$ cat config.mk
export PLATFORM = sky130hd
export DESIGN_NAME = wdtrn_top
export DESIGN_NICKNAME = d
export VERILOG_FILES = /design/src/shared/wdtrn_pkg.sv /design/src/rtl/wdtrn_counter.sv /design/src/rtl/wdtrn_top.sv
export SDC_FILE = /design/constraint.sdc
export NUM_CORES = 1
export LEC_CHECK = 0
export BUFFER_PORTS_ARGS = -buffer_cell sky130_fd_sc_hd__clkbuf_2
export CAP_MARGIN = 20
export CORE_AREA = 4 4 86 88
export DETAILED_ROUTE_END_ITERATION = 16
export DIE_AREA = 0 0 90 92
export PLACE_DENSITY = 0.74
export SYNTH_ARGS = -nofsm -noshare
export SYNTH_HDL_FRONTEND = slang
export SYNTH_SLANG_ARGS = --single-unit
$ cat constraint.sdc
create_clock -name sys_clk -period 2 [get_ports sys_clk]
set_input_delay 0.1 -clock sys_clk [delete_from_list [all_inputs] [get_ports sys_clk]]
set_output_delay 0.1 -clock sys_clk [all_outputs]
set_load 0.02 [all_outputs]
$ cat src/shared/wdtrn_pkg.sv
// Operation
// RULE_01: watchdog starts disabled after every system reset
// RULE_02: enable bit sets by writing one, sticky
// RULE_03: period field picks 2^27, 2^25, 2^22, 2^18
// RULE_04: clock field picks system or rtc source
// RULE_05: every time-out sets the cause flag
// RULE_06: response bit picks reset or nmi
// RULE_07: reset and nmi outputs change on clock edges
// RULE_08: cause flag read-only, cleared by full reset only
// RULE_09: a5 then 5a reloads counter, counting resumes
// RULE_10: software finishes service before the period expires
// RULE_11: eight-bit control, bit 2 reads zero
// RULE_12: service location is write-only, reads zero
// RULE_13: wrong second byte abandons the service sequence
package wdtrn_pkg;

   // register indices; byte address is four times the index
   localparam logic [9:0] IDX_CTL = 10'h093;   // watchdog_control
   localparam logic [9:0] IDX_SVC = 10'h094;   // watchdog_service
   localparam logic [9:0] IDX_STS = 10'h095;   // event status, write one clears
   localparam logic [9:0] IDX_MSK = 10'h096;   // event mask

   // control field positions
   localparam int EN_BIT   = 7;   // watchdog_enable_bit
   localparam int NMI_BIT  = 6;   // response select
   localparam int FLAG_BIT = 5;   // time-out cause flag
   localparam int CLK_HI   = 4;   // count_clock_select msb
   localparam int CLK_LO   = 3;   // count_clock_select lsb
   localparam int PER_HI   = 1;   // timeout_period_select msb
   localparam int PER_LO   = 0;   // timeout_period_select lsb

   // count clock selections; the other two codes count nothing
   localparam logic [1:0] CLKSEL_SYS = 2'h0;
   localparam logic [1:0] CLKSEL_RTC = 2'h1;

   // period exponents per selection code 00..11
   localparam int PER_EXP_0 = 27;
   localparam int PER_EXP_1 = 25;
   localparam int PER_EXP_2 = 22;
   localparam int PER_EXP_3 = 18;
   localparam int CNT_W     = 27;   // wide enough for the longest period

   // service sequence bytes
   localparam logic [7:0] SVC_FIRST  = 8'hA5;
   localparam logic [7:0] SVC_SECOND = 8'h5A;

   // event status bits
   localparam int EV_W       = 3;
   localparam int EV_TIMEOUT = 0;
   localparam int EV_SERVICE = 1;
   localparam int EV_ABORT   = 2;

   // service sequence states, one-hot
   typedef enum logic [1:0] {
      SEQ_IDLE  = 2'b01,   // waiting for the first byte
      SEQ_ARMED = 2'b10    // first byte seen, waiting for the second
   } wdtrn_seq_type;

   // wishbone request from the master
   typedef struct packed {
      logic        cyc;
      logic        stb;
      logic        we;
      logic [11:0] adr;
      logic [3:0]  sel;
      logic [31:0] dat;
   } wdtrn_wb_req_type;

   // wishbone answer to the master
   typedef struct packed {
      logic        ack;
      logic [31:0] dat;
   } wdtrn_wb_rsp_type;

   // whole state of the top module
   typedef struct packed {
      logic            ack;       // bus acknowledge
      logic [31:0]     rdat;      // bus read data
      logic            en;        // watchdog running
      logic            nmi_sel;   // time-out raises nmi instead of reset
      logic            flag;      // time-out cause flag
      logic [1:0]      clk_sel;   // counting clock
      logic [1:0]      per_sel;   // period selection
      wdtrn_seq_type   seq;       // service sequence state
      logic            reload;    // counter reload pulse
      logic [EV_W-1:0] status;    // sticky events
      logic [EV_W-1:0] mask;      // event enables
      logic            rst_req;   // chip reset request
      logic            nmi;       // nmi pulse
      logic            irq;       // interrupt level
   } wdtrn_top_state_type;

   // whole state of the counter
   typedef struct packed {
      logic             rtc_prev;   // last rtc level, for edge detect
      logic [CNT_W-1:0] cnt;        // elapsed ticks
      logic             tmo;        // time-out pulse
   } wdtrn_cnt_state_type;

endpackage

$ cat src/rtl/wdtrn_counter.sv
`timescale 1ns/100ps
// tick counter: counts the selected clock and pulses on expiry
module wdtrn_counter #(
   parameter int EXP_0 = wdtrn_pkg::PER_EXP_0,
   parameter int EXP_1 = wdtrn_pkg::PER_EXP_1,
   parameter int EXP_2 = wdtrn_pkg::PER_EXP_2,
   parameter int EXP_3 = wdtrn_pkg::PER_EXP_3
) (
   input  wire logic       sys_clk,
   input  wire logic       resetn,
   input  wire logic       enable,
   input  wire logic [1:0] per_sel,
   input  wire logic [1:0] clk_sel,
   input  wire logic       rtc_src,
   input  wire logic       reload,
   output logic            timeout
);

   wdtrn_pkg::wdtrn_cnt_state_type st_r;     // registered state
   wdtrn_pkg::wdtrn_cnt_state_type st_nxt;   // next state
   logic                           tick;     // one counting event
   logic [wdtrn_pkg::CNT_W-1:0]    lim;      // last count before expiry

   // last count of a period: two to the exponent, less one
   function automatic logic [wdtrn_pkg::CNT_W-1:0] limit(
      input logic [1:0] sel);
      int e;
      begin
         case (sel)
            2'h0:    e = EXP_0;
            2'h1:    e = EXP_1;
            2'h2:    e = EXP_2;
            default: e = EXP_3;
         endcase
         limit = wdtrn_pkg::CNT_W'((64'h1 << e) - 64'h1);
      end
   endfunction

   // tick select, count, expiry
   always_comb begin
      st_nxt = st_r;
      lim = limit(per_sel);   // see RULE_03
      case (clk_sel)   // see RULE_04
         wdtrn_pkg::CLKSEL_SYS: tick = 1'b1;
         wdtrn_pkg::CLKSEL_RTC: tick = rtc_src & ~st_r.rtc_prev;
         default:               tick = 1'b0;   // reserved codes halt
      endcase
      st_nxt.rtc_prev = rtc_src;
      st_nxt.tmo = 1'b0;
      if (!resetn) begin
         st_nxt = '0;   // see RULE_01
         // track the pin through reset so release gives no false tick
         st_nxt.rtc_prev = rtc_src;
      end else if (enable) begin
         // >= so that shortening the period mid-count still expires
         if (tick && st_r.cnt >= lim) begin
            st_nxt.tmo = 1'b1;   // expiry beats a late reload
            st_nxt.cnt = '0;
         end else if (reload) begin
            st_nxt.cnt = '0;     // see RULE_09
         end else if (tick) begin
            st_nxt.cnt = st_r.cnt + 1'b1;
         end
      end else begin
         st_nxt.cnt = '0;
      end
   end

   // single state register
   always_ff @(posedge sys_clk) begin
      st_r <= st_nxt;
   end

   assign timeout = st_r.tmo;
endmodule // wdtrn_counter

$ cat src/rtl/wdtrn_top.sv
`timescale 1ns/100ps
// watchdog_unit: wishbone registers, service sequence, time-out response
module wdtrn_top #(
   parameter int EXP_0 = wdtrn_pkg::PER_EXP_0,   // 2^27 ticks
   parameter int EXP_1 = wdtrn_pkg::PER_EXP_1,   // 2^25 ticks
   parameter int EXP_2 = wdtrn_pkg::PER_EXP_2,   // 2^22 ticks
   parameter int EXP_3 = wdtrn_pkg::PER_EXP_3    // 2^18 ticks
) (
   input  wire logic                         sys_clk,
   input  wire logic                         resetn,
   input  wire logic                         full_resetn,
   input  wire logic                         rtc_src,
   input  wire wdtrn_pkg::wdtrn_wb_req_type  wb_req,
   output wdtrn_pkg::wdtrn_wb_rsp_type       wb_rsp,
   output logic                              wdt_reset_req,
   output logic                              wdt_nmi,
   output logic                              irq
);

   wdtrn_pkg::wdtrn_top_state_type st_r;      // registered state
   wdtrn_pkg::wdtrn_top_state_type st_nxt;    // next state
   logic                           tmo;       // counter expiry pulse
   logic                           wr;        // write accepted now
   logic                           rd;        // read accepted now
   logic [7:0]                     wbyte;     // low write byte
   logic [wdtrn_pkg::EV_W-1:0]     ev;        // events this cycle
   logic [wdtrn_pkg::EV_W-1:0]     clr;       // status bits cleared

   // address match against a register index
   function automatic logic hit(input logic [11:0] adr,
                                input logic [9:0]  idx);
      hit = (adr[11:2] == idx);
   endfunction

   // control register image as software reads it
   function automatic logic [7:0] ctl_image(
      input wdtrn_pkg::wdtrn_top_state_type s);
      logic [7:0] v;
      begin
         v = 8'h00;   // bit 2 stays zero
         v[wdtrn_pkg::EN_BIT] = s.en;
         v[wdtrn_pkg::NMI_BIT] = s.nmi_sel;
         v[wdtrn_pkg::FLAG_BIT] = s.flag;
         v[wdtrn_pkg::CLK_HI:wdtrn_pkg::CLK_LO] = s.clk_sel;
         v[wdtrn_pkg::PER_HI:wdtrn_pkg::PER_LO] = s.per_sel;
         ctl_image = v;
      end
   endfunction

   // counting datapath
   wdtrn_counter #(
      .EXP_0 (EXP_0),
      .EXP_1 (EXP_1),
      .EXP_2 (EXP_2),
      .EXP_3 (EXP_3)
   ) u_counter (
      .sys_clk (sys_clk),
      .resetn  (resetn),
      .enable  (st_r.en),
      .per_sel (st_r.per_sel),
      .clk_sel (st_r.clk_sel),
      .rtc_src (rtc_src),
      .reload  (st_r.reload),
      .timeout (tmo)
   );

   // bus decode, register writes, sequence, events and responses
   always_comb begin
      st_nxt = st_r;
      // one request per ack; the cycle with ack high blocks a repeat
      wr = wb_req.cyc & wb_req.stb & wb_req.we & ~st_r.ack;
      rd = wb_req.cyc & wb_req.stb & ~wb_req.we & ~st_r.ack;
      wbyte = wb_req.dat[7:0];
      ev = '0;
      clr = '0;
      st_nxt.ack = wr | rd;
      st_nxt.reload = 1'b0;
      st_nxt.nmi = 1'b0;

      // control writes, only through byte lane 0
      if (wr && wb_req.sel[0] && hit(wb_req.adr, wdtrn_pkg::IDX_CTL)) begin
         // zero is ignored once running
         st_nxt.en = st_r.en | wbyte[wdtrn_pkg::EN_BIT];   // see RULE_02
         st_nxt.nmi_sel = wbyte[wdtrn_pkg::NMI_BIT];      // see RULE_06
         st_nxt.clk_sel =
            wbyte[wdtrn_pkg::CLK_HI:wdtrn_pkg::CLK_LO];   // see RULE_04
         st_nxt.per_sel =
            wbyte[wdtrn_pkg::PER_HI:wdtrn_pkg::PER_LO];   // see RULE_03
      end

      // service sequence; the byte itself is never stored
      if (wr && wb_req.sel[0] && hit(wb_req.adr, wdtrn_pkg::IDX_SVC)) begin
         case (st_r.seq)
            wdtrn_pkg::SEQ_IDLE: begin
               if (wbyte == wdtrn_pkg::SVC_FIRST) begin
                  st_nxt.seq = wdtrn_pkg::SEQ_ARMED;
               end
            end
            wdtrn_pkg::SEQ_ARMED: begin
               st_nxt.seq = wdtrn_pkg::SEQ_IDLE;
               if (wbyte == wdtrn_pkg::SVC_SECOND) begin
                  st_nxt.reload = 1'b1;   // see RULE_09
                  ev[wdtrn_pkg::EV_SERVICE] = 1'b1;
               end else begin
                  ev[wdtrn_pkg::EV_ABORT] = 1'b1;   // see RULE_13
               end
            end
            default: st_nxt.seq = wdtrn_pkg::SEQ_IDLE;
         endcase
      end

      // status write-one-to-clear and mask
      if (wr && wb_req.sel[0] && hit(wb_req.adr, wdtrn_pkg::IDX_STS)) begin
         clr = wbyte[wdtrn_pkg::EV_W-1:0];
      end
      if (wr && wb_req.sel[0] && hit(wb_req.adr, wdtrn_pkg::IDX_MSK)) begin
         st_nxt.mask = wbyte[wdtrn_pkg::EV_W-1:0];
      end

      // read data; service and unmapped words read zero
      if (rd) begin
         st_nxt.rdat = '0;
         if (hit(wb_req.adr, wdtrn_pkg::IDX_CTL)) begin
            st_nxt.rdat[7:0] = ctl_image(st_r);   // see RULE_11
         end else if (hit(wb_req.adr, wdtrn_pkg::IDX_STS)) begin
            st_nxt.rdat[wdtrn_pkg::EV_W-1:0] = st_r.status;
         end else if (hit(wb_req.adr, wdtrn_pkg::IDX_MSK)) begin
            st_nxt.rdat[wdtrn_pkg::EV_W-1:0] = st_r.mask;
         end else begin
            st_nxt.rdat = '0;   // see RULE_12
         end
      end else begin
         st_nxt.rdat = '0;
      end

      // time-out response, launched from registered state only
      if (tmo) begin
         ev[wdtrn_pkg::EV_TIMEOUT] = 1'b1;
         st_nxt.flag = 1'b1;   // see RULE_05
         if (st_r.nmi_sel) begin
            st_nxt.nmi = 1'b1;   // see RULE_06
         end else begin
            st_nxt.rst_req = 1'b1;   // see RULE_07
         end
      end

      // an event in the clearing cycle survives: set beats clear
      st_nxt.status = (st_r.status & ~clr) | ev;

      // system reset: everything but the cause flag
      if (!resetn) begin
         st_nxt.ack = 1'b0;   // see RULE_01
         st_nxt.rdat = '0;
         st_nxt.en = 1'b0;
         st_nxt.nmi_sel = 1'b0;
         st_nxt.clk_sel = wdtrn_pkg::CLKSEL_SYS;
         st_nxt.per_sel = 2'h0;
         st_nxt.seq = wdtrn_pkg::SEQ_IDLE;
         st_nxt.reload = 1'b0;
         st_nxt.status = '0;
         st_nxt.mask = '0;
         st_nxt.rst_req = 1'b0;   // the reset it asked for ends it
         st_nxt.nmi = 1'b0;
      end
      // the flag outlives a watchdog reset so software can see the cause
      if (!full_resetn) begin
         st_nxt.flag = 1'b0;   // see RULE_08
      end

      // level irq, same cycle as the status it reflects
      st_nxt.irq = |(st_nxt.status & st_nxt.mask);
   end

   // single state register, synchronous reset handled above
   always_ff @(posedge sys_clk) begin
      st_r <= st_nxt;
   end

   // outputs straight from state
   assign wb_rsp.ack    = st_r.ack;
   assign wb_rsp.dat    = st_r.rdat;
   assign wdt_reset_req = st_r.rst_req;
   assign wdt_nmi       = st_r.nmi;
   assign irq           = st_r.irq;
endmodule // wdtrn_top

**After elaboration in Yosys (flattened, before gate mapping)**

Index checks and enable logic that the tools add are counted.

- Register bits: 81
- Bits in latches: 0
- Bits in writable memories: 0
- Bits in read-only memories: 0
- Input port bits: 55
- Output and inout port bits: 36
- Logic and storage cells: 92
- Memories kept: 0

- Add/subtract/negate cells: 2
- Multiply operators: 0
- Divide/modulo/power cells: 0
- Order comparisons: 1
- Equal/unequal tests: 12
- Shift-type cells: 1
- Mux-type cells: 19
- Bitwise operators: 19
- Reductions and logical operators: 18

Operator list:

| kind | count |
|---|---|
| 10-bit by 8-bit equality test with 1-bit output (second input constant) | 4 |
| 27-bit by 1-bit adder with 27-bit output (second input constant) | 1 |
| 27-bit >= comparator | 1 |
| 1-bit by 5-bit left shift with 27-bit output (first input constant) | 1 |
| 27-bit by 1-bit subtractor with 27-bit output (second input constant) | 1 |
| 2-bit 2-to-1 mux | 6 |
| 3-bit 2-to-1 mux | 4 |
| 4-bit one-hot mux with 3 select lines | 1 |
| 2-bit AND reduction | 5 |
| 8-bit by 7-bit equality test with 1-bit output (second input constant) | 1 |
| 8-bit equality test (second input constant) | 1 |
| 8-bit 2-to-1 mux | 1 |
| 1-bit inverter | 7 |
| 1-bit bitwise AND | 6 |
| 3-bit bitwise AND | 2 |
| 2-bit by 1-bit equality test with 1-bit output (second input constant) | 3 |
| 1-bit logical AND | 6 |
| 1-bit 2-to-1 mux | 6 |
| 3-bit AND reduction | 2 |
| 3-bit OR reduction | 2 |
| 2-bit equality test (second input constant) | 2 |
| 2-bit zero test | 2 |
| 4-bit OR reduction | 1 |
| 3-bit inverter | 1 |
| 4 further kinds | 5 |

**Longest topological paths before layout**

- Word-level depth: 12
- Mapped depth: 8
- Mapped depth without buffers: 7

**Hierarchy**

A second synthesis with hierarchy kept.

- Cells, all modules: 341
- Area total of the unflattened synthesis: 3161.8 um^2

By module, submodules not included:

| module | instances | cells each | area an instance (um^2) | seq. area each (um^2) |
|---|---|---|---|---|
| wdtrn_counter | 1 | 187 | 1742.9 | 580.6 |
| wdtrn_top | 1 | 154 | 1418.9 | 560.5 |

**Worst setup path before layout**

OpenSTA, ideal clock, no wires.

- Kind: register to register
- Start point: register st_r[13] (netlist bit)
- End point: register u_counter.st_r[11] (netlist bit)
- Setup time: 0.064 ns
- Arrival time: 1.908 ns
- Data required time: 1.936 ns
- Setup slack: 0.029 ns
- Stages on the path, launching flop included: 9
- Path buffers: 1
- Period minus slack after synthesis: 1.971 ns
- Cells stage by stage: dfxtp_1 -> and2_1 -> ha_1 -> a21oi_1 -> a21oi_1 -> o311ai_1 -> nand4_2 -> buf_6 -> nor2_1

- Cells in the longest elaborated chain, start to end: 7

Ends and longest elaborated chain:

| item | RTL line | source |
|---|---|---|
| start: declaration | wdtrn_top.sv:20 | `wdtrn_pkg::wdtrn_top_state_type st_r;` |
| start signal: assignment | wdtrn_top.sv:176 | `st_r <= st_nxt;` |
| 2-bit equality test, or another cell as far along | wdtrn_counter.sv:29 | `case (sel)` |
| 4-bit one-hot mux with 3 select lines (*) | wdtrn_counter.sv:29 |  |
| 1-bit by 5-bit left shift with 27-bit output (*) | wdtrn_counter.sv:35 | `limit = wdtrn_pkg::CNT_W'((64'h1 << e) - 64'h1);` |
| 27-bit by 1-bit subtractor with 27-bit output (*) | wdtrn_counter.sv:35 |  |
| 27-bit >= comparator (*) | wdtrn_counter.sv:56 | `if (tick && st_r.cnt >= lim) begin` |
| 1-bit logical AND (*) | wdtrn_counter.sv:56 |  |
| 4-bit OR reduction (no source line) (*) | n/a |  |
| end signal: assignment | wdtrn_counter.sv:71 | `st_r <= st_nxt;` |
| end: declaration | wdtrn_counter.sv:19 | `wdtrn_pkg::wdtrn_cnt_state_type st_r;` |

Mark *: on every way between the ends. The rest lies on a longest branch, timed or not.
A chain may end at the register's enable or synchronous reset.

**Worst setup path in the final report**

- Start point: register st_r[12] (netlist bit)
- End point: register u_counter.st_r[3] (netlist bit)

The elaborated chain is that of the path after synthesis.

==> run summary <==
### Outcome
- finished, violations left — status
- setup timing — violations in the final reports

### Routing
- 6 — number of iterations in the first detailed-routing pass
- 0 — DRC violation count after routing
- 0 — Antenna Nets Post-Route
- 2487 — total via count in the routed design
- 6625 um — total routed wirelength
- 5.170 — vias per cell
- 107 — number of design-rule violations left by the first detailed-router iteration
- 13.77 um — routed length per placed instance

### Floorplan
- 8280 um2 — Die Footprint
- 90 um — die extent in x
- 92 um — vertical die dimension
- 45.25% — initial standard-cell utilization of the core
- 30 — row cnt
- 91 — IO Count
- 6644 um2 — core footprint

### Run
- 0 — total of max-cap violations

### Synth
- 37.95% — sequential area share after synthesis
- 57 — number of synthesized register bits
- sky130_fd_sc_hd__dfxtp_1 — most repeated cell in the gate-level netlist after synthesis
- 8.895 um2 — average size of a mapped cell
- 0% — fraction of registers with async set/reset
- 3007 um2 — netlist area before placement
- sky130_fd_sc_hd__dfxtp_1 38%, sky130_fd_sc_hd__buf_4 8.2%, sky130_fd_sc_hd__nor2_1 5.7% — dominant cells by area after synthesis
- 0 — number of warnings printed during yosys synthesis
- sky130_fd_sc_hd__dfxtp_1 — Main synth FF type
- 0 — count of flip-flops with a built-in enable after synthesis
- 338 — number of instances in the synthesized netlist
- 50 — number of distinct library cell variants in the gate-level netlist after synthesis
- 37.95% — top cell type's share of synthesized area
- sky130_fd_sc_hd__dfxtp_1 — cell accounting for the most synthesized area
- 57 x sky130_fd_sc_hd__dfxtp_1, 46 x sky130_fd_sc_hd__nor2_1, 33 x sky130_fd_sc_hd__buf_4 — Commonest cells post-synth

### Power and ir drop
- 50.9% — sequential fraction of design power
- 1.710 mW — P_int
- 2.237 mW — Overall Power
- 23.56% — switching share of total power
- 527.2 uW — P_sw
- 1.448 nW — Leakage
- 5.4% — combinational cell fraction of total power
- 0.4169 mV — worst vdd rail ir drop
- 43.8% — Clock Power Share
- 622.1 nW/um2 — total power density per cell area

### Global route
- 14 — pin count of the biggest net entering global routing
- 11010 um — global-route wire length before repair
- 16.48% — Overall Global Routing Usage
- 0 — antenna violations before repair
- 0 — aggregate global routing overflow
- 2463 — via count of the first global-routing pass

### STA
- -0.04665 ns — final worst-path setup slack
- 0 — final count of pins violating max slew
- 102.3% — Final Cycle Share
- yes — setup repair after global routing missed its margin
- 0.4886 GHz — peak clock frequency supported by timing
- 0 — final hold violations
- 15 — count of final setup violators
- 2.047 ns — Final Critical Period
- 0.008218 ns — worst clock skew on the final layout
- 0.02982 ns — worst-case hold slack

### Placed design
- -0.08210 ns — Place WS
- 4686 um — half-perimeter wire length of the detailed placement result
- 3216 um2 — placed standard-cell area
- 37 — # port buffers
- 454 — Inst Count DP
- 0.8863 — RePlAce Congestion

### Setup path
- st_r[12] — beginning of the critical path
- u_counter.st_r[3] — end of the worst register-to-register path
- flip-flop to flip-flop — start-to-end type of the worst setup path
- 9 — number of cells on the worst reg-to-reg path
- -0.05 ns — worst reg2reg setup slack
- flip-flop — kind of start point of the critical path
- 2.28 ns — CP Data Arrival Time
- 13 — critical path peak fanout
- st_r[12] — beginning of the worst register-to-register path
- 2.23 ns — Required @ worst endpoint
- flip-flop — capturing element type of the critical path

### Clock network
- 0.34 ns — clock latency on the worst-skew pair
- sky130_fd_sc_hd__clkbuf_8 — Root Buffer Master
- 57 — clk sinks
- 3 — CTS H-tree depth
- yes — TritonCTS clock tree
- 9 — number of buffers created by CTS
- 0.07 ns — clock transition at the registers of the reported paths
- 2 — largest buffer count on any clock path

### Finish
- 463 — Layout Nets
- 0 — diode insertion count for antenna repair
- 3596 um2 — post-route cell area
- 26.18% — share of final-layout standard cells stronger than drive strength 1
- 19.60% — area added between synthesis and finish
- 481 — Post-Layout Cell Count

### Worst hold path
- wb_req[42] — beginning of the worst hold path
- 3 — number of stages on the worst hold path
- input port to flip-flop — Hold WC Path Type
- wb_rsp[2] — Worst Hold End

placed cells by master, fill, tap and decap left out, drive strengths merged, types with 9 or more instances in the layout:
cell    instances
dfxtp          57
clkbuf         49
nor2           46
conb           25
buf            23
nand2          22
nand4          14
xor2           13
a21oi          13
ha             11
inv            10
nand3          10
mux2i           9
xnor2           9
and2            9
how the worst max path moves through the flow:
stage                               endpoint
final                      u_counter.st_r[3]
after global routing       u_counter.st_r[3]
after global placement    u_counter.st_r[21]
after detailed placement  u_counter.st_r[12]
after floorplan           u_counter.st_r[11]
after CTS                 u_counter.st_r[25]
kinds of logic (layout without fill, tap and decap cells):
kind of cell | count (synthesis) | in the layout | synth area share, %
other | 1 | 25 | 0.1247
AND/OR/NAND/NOR | 151 | 151 | 29.05
multiplexers | 11 | 11 | 3.745
buffers and inverters | 50 | 89 | 10.94
adder cells (fa/ha/maj) | 11 | 11 | 4.578
flip-flops | 57 | 57 | 37.95
AO/OA/AOI/OAI | 35 | 35 | 7.199
XOR/XNOR | 22 | 22 | 6.409
metrics by stage:
stage	util, %	setup TNS [ns]
5_1_grt	54.12	-2.664
3_5_place_dp	48.40	-1.968
3_3_place_gp	48.40	-0.8404
2_1_floorplan	-	0
4_1_cts	53.31	0
6_report	54.12	-0.6215
layer usage:
metal / track usage (%) / part of all wire [%] / vias up / wire, um
met5: 0 / 0 / - / 0
met4: 6.760 / 1.6 / 0 / 108
met3: 5.824 / 5.4 / 12 / 355
met2: 27.82 / 52 / 66 / 3426
met1: 18.99 / 41 / 1161 / 2735
li1: - / - / 1248 / -
power by group through the flow:
| stage | logic [mW] | registers (mW) | clock network (mW) |
|---|---|---|---|
| finish | 0.120 | 1.14 | 0.979 |
| CTS | 0.118 | 1.14 | 0.998 |
| floorplan | 0.103 | 1.16 | 0 |
| global placement | 0.110 | 1.16 | 0 |
| global route | 0.130 | 1.14 | 1.05 |
| detailed placement | 0.112 | 1.16 | 0 |
sequential cells by signal (all words and copies together), names as in the netlist:
name and flops:
wdt_nmi 1, irq 1, u_counter.timeout 1, wb_rsp 9
u_counter.st_r 28, st_r 16, wdt_reset_req 1
what timing repair did:
item / in CTS / in global routing
setup buffers: 5 / 3
hold buffers: 4 / 0
gates resized for setup: 9 / 12
endpoints found under the hold margin: 3 / 0
setup endpoints to repair: 27 / 28
pin swaps: 4 / 10
gates cloned: 1 / 0
critical path, stage by stage (launching register included):
cell and delay (ns):
sky130_fd_sc_hd__dfxtp_2 0.33, sky130_fd_sc_hd__or2_4 0.28, sky130_fd_sc_hd__ha_4 0.27, sky130_fd_sc_hd__and4_1 0.23, sky130_fd_sc_hd__nor3b_2 0.17, sky130_fd_sc_hd__nand4_1 0.18, sky130_fd_sc_hd__nand4_2 0.18, sky130_fd_sc_hd__buf_6 0.12
sky130_fd_sc_hd__buf_12 0.13, sky130_fd_sc_hd__nor2_1 0.05
final cells by class:
type | count | area [um2]
Fill cell | 596 | 3048
Multi-Input combinational cell | 255 | 1717
Sequential cell | 57 | 1144
Timing Repair Buffer | 64 | 417.9
Clock buffer | 12 | 165.2
Tap cell | 80 | 100.1
Inverter | 10 | 37.54
Clock inverter | 3 | 15.01
Power figures use the tool's default switching activity.
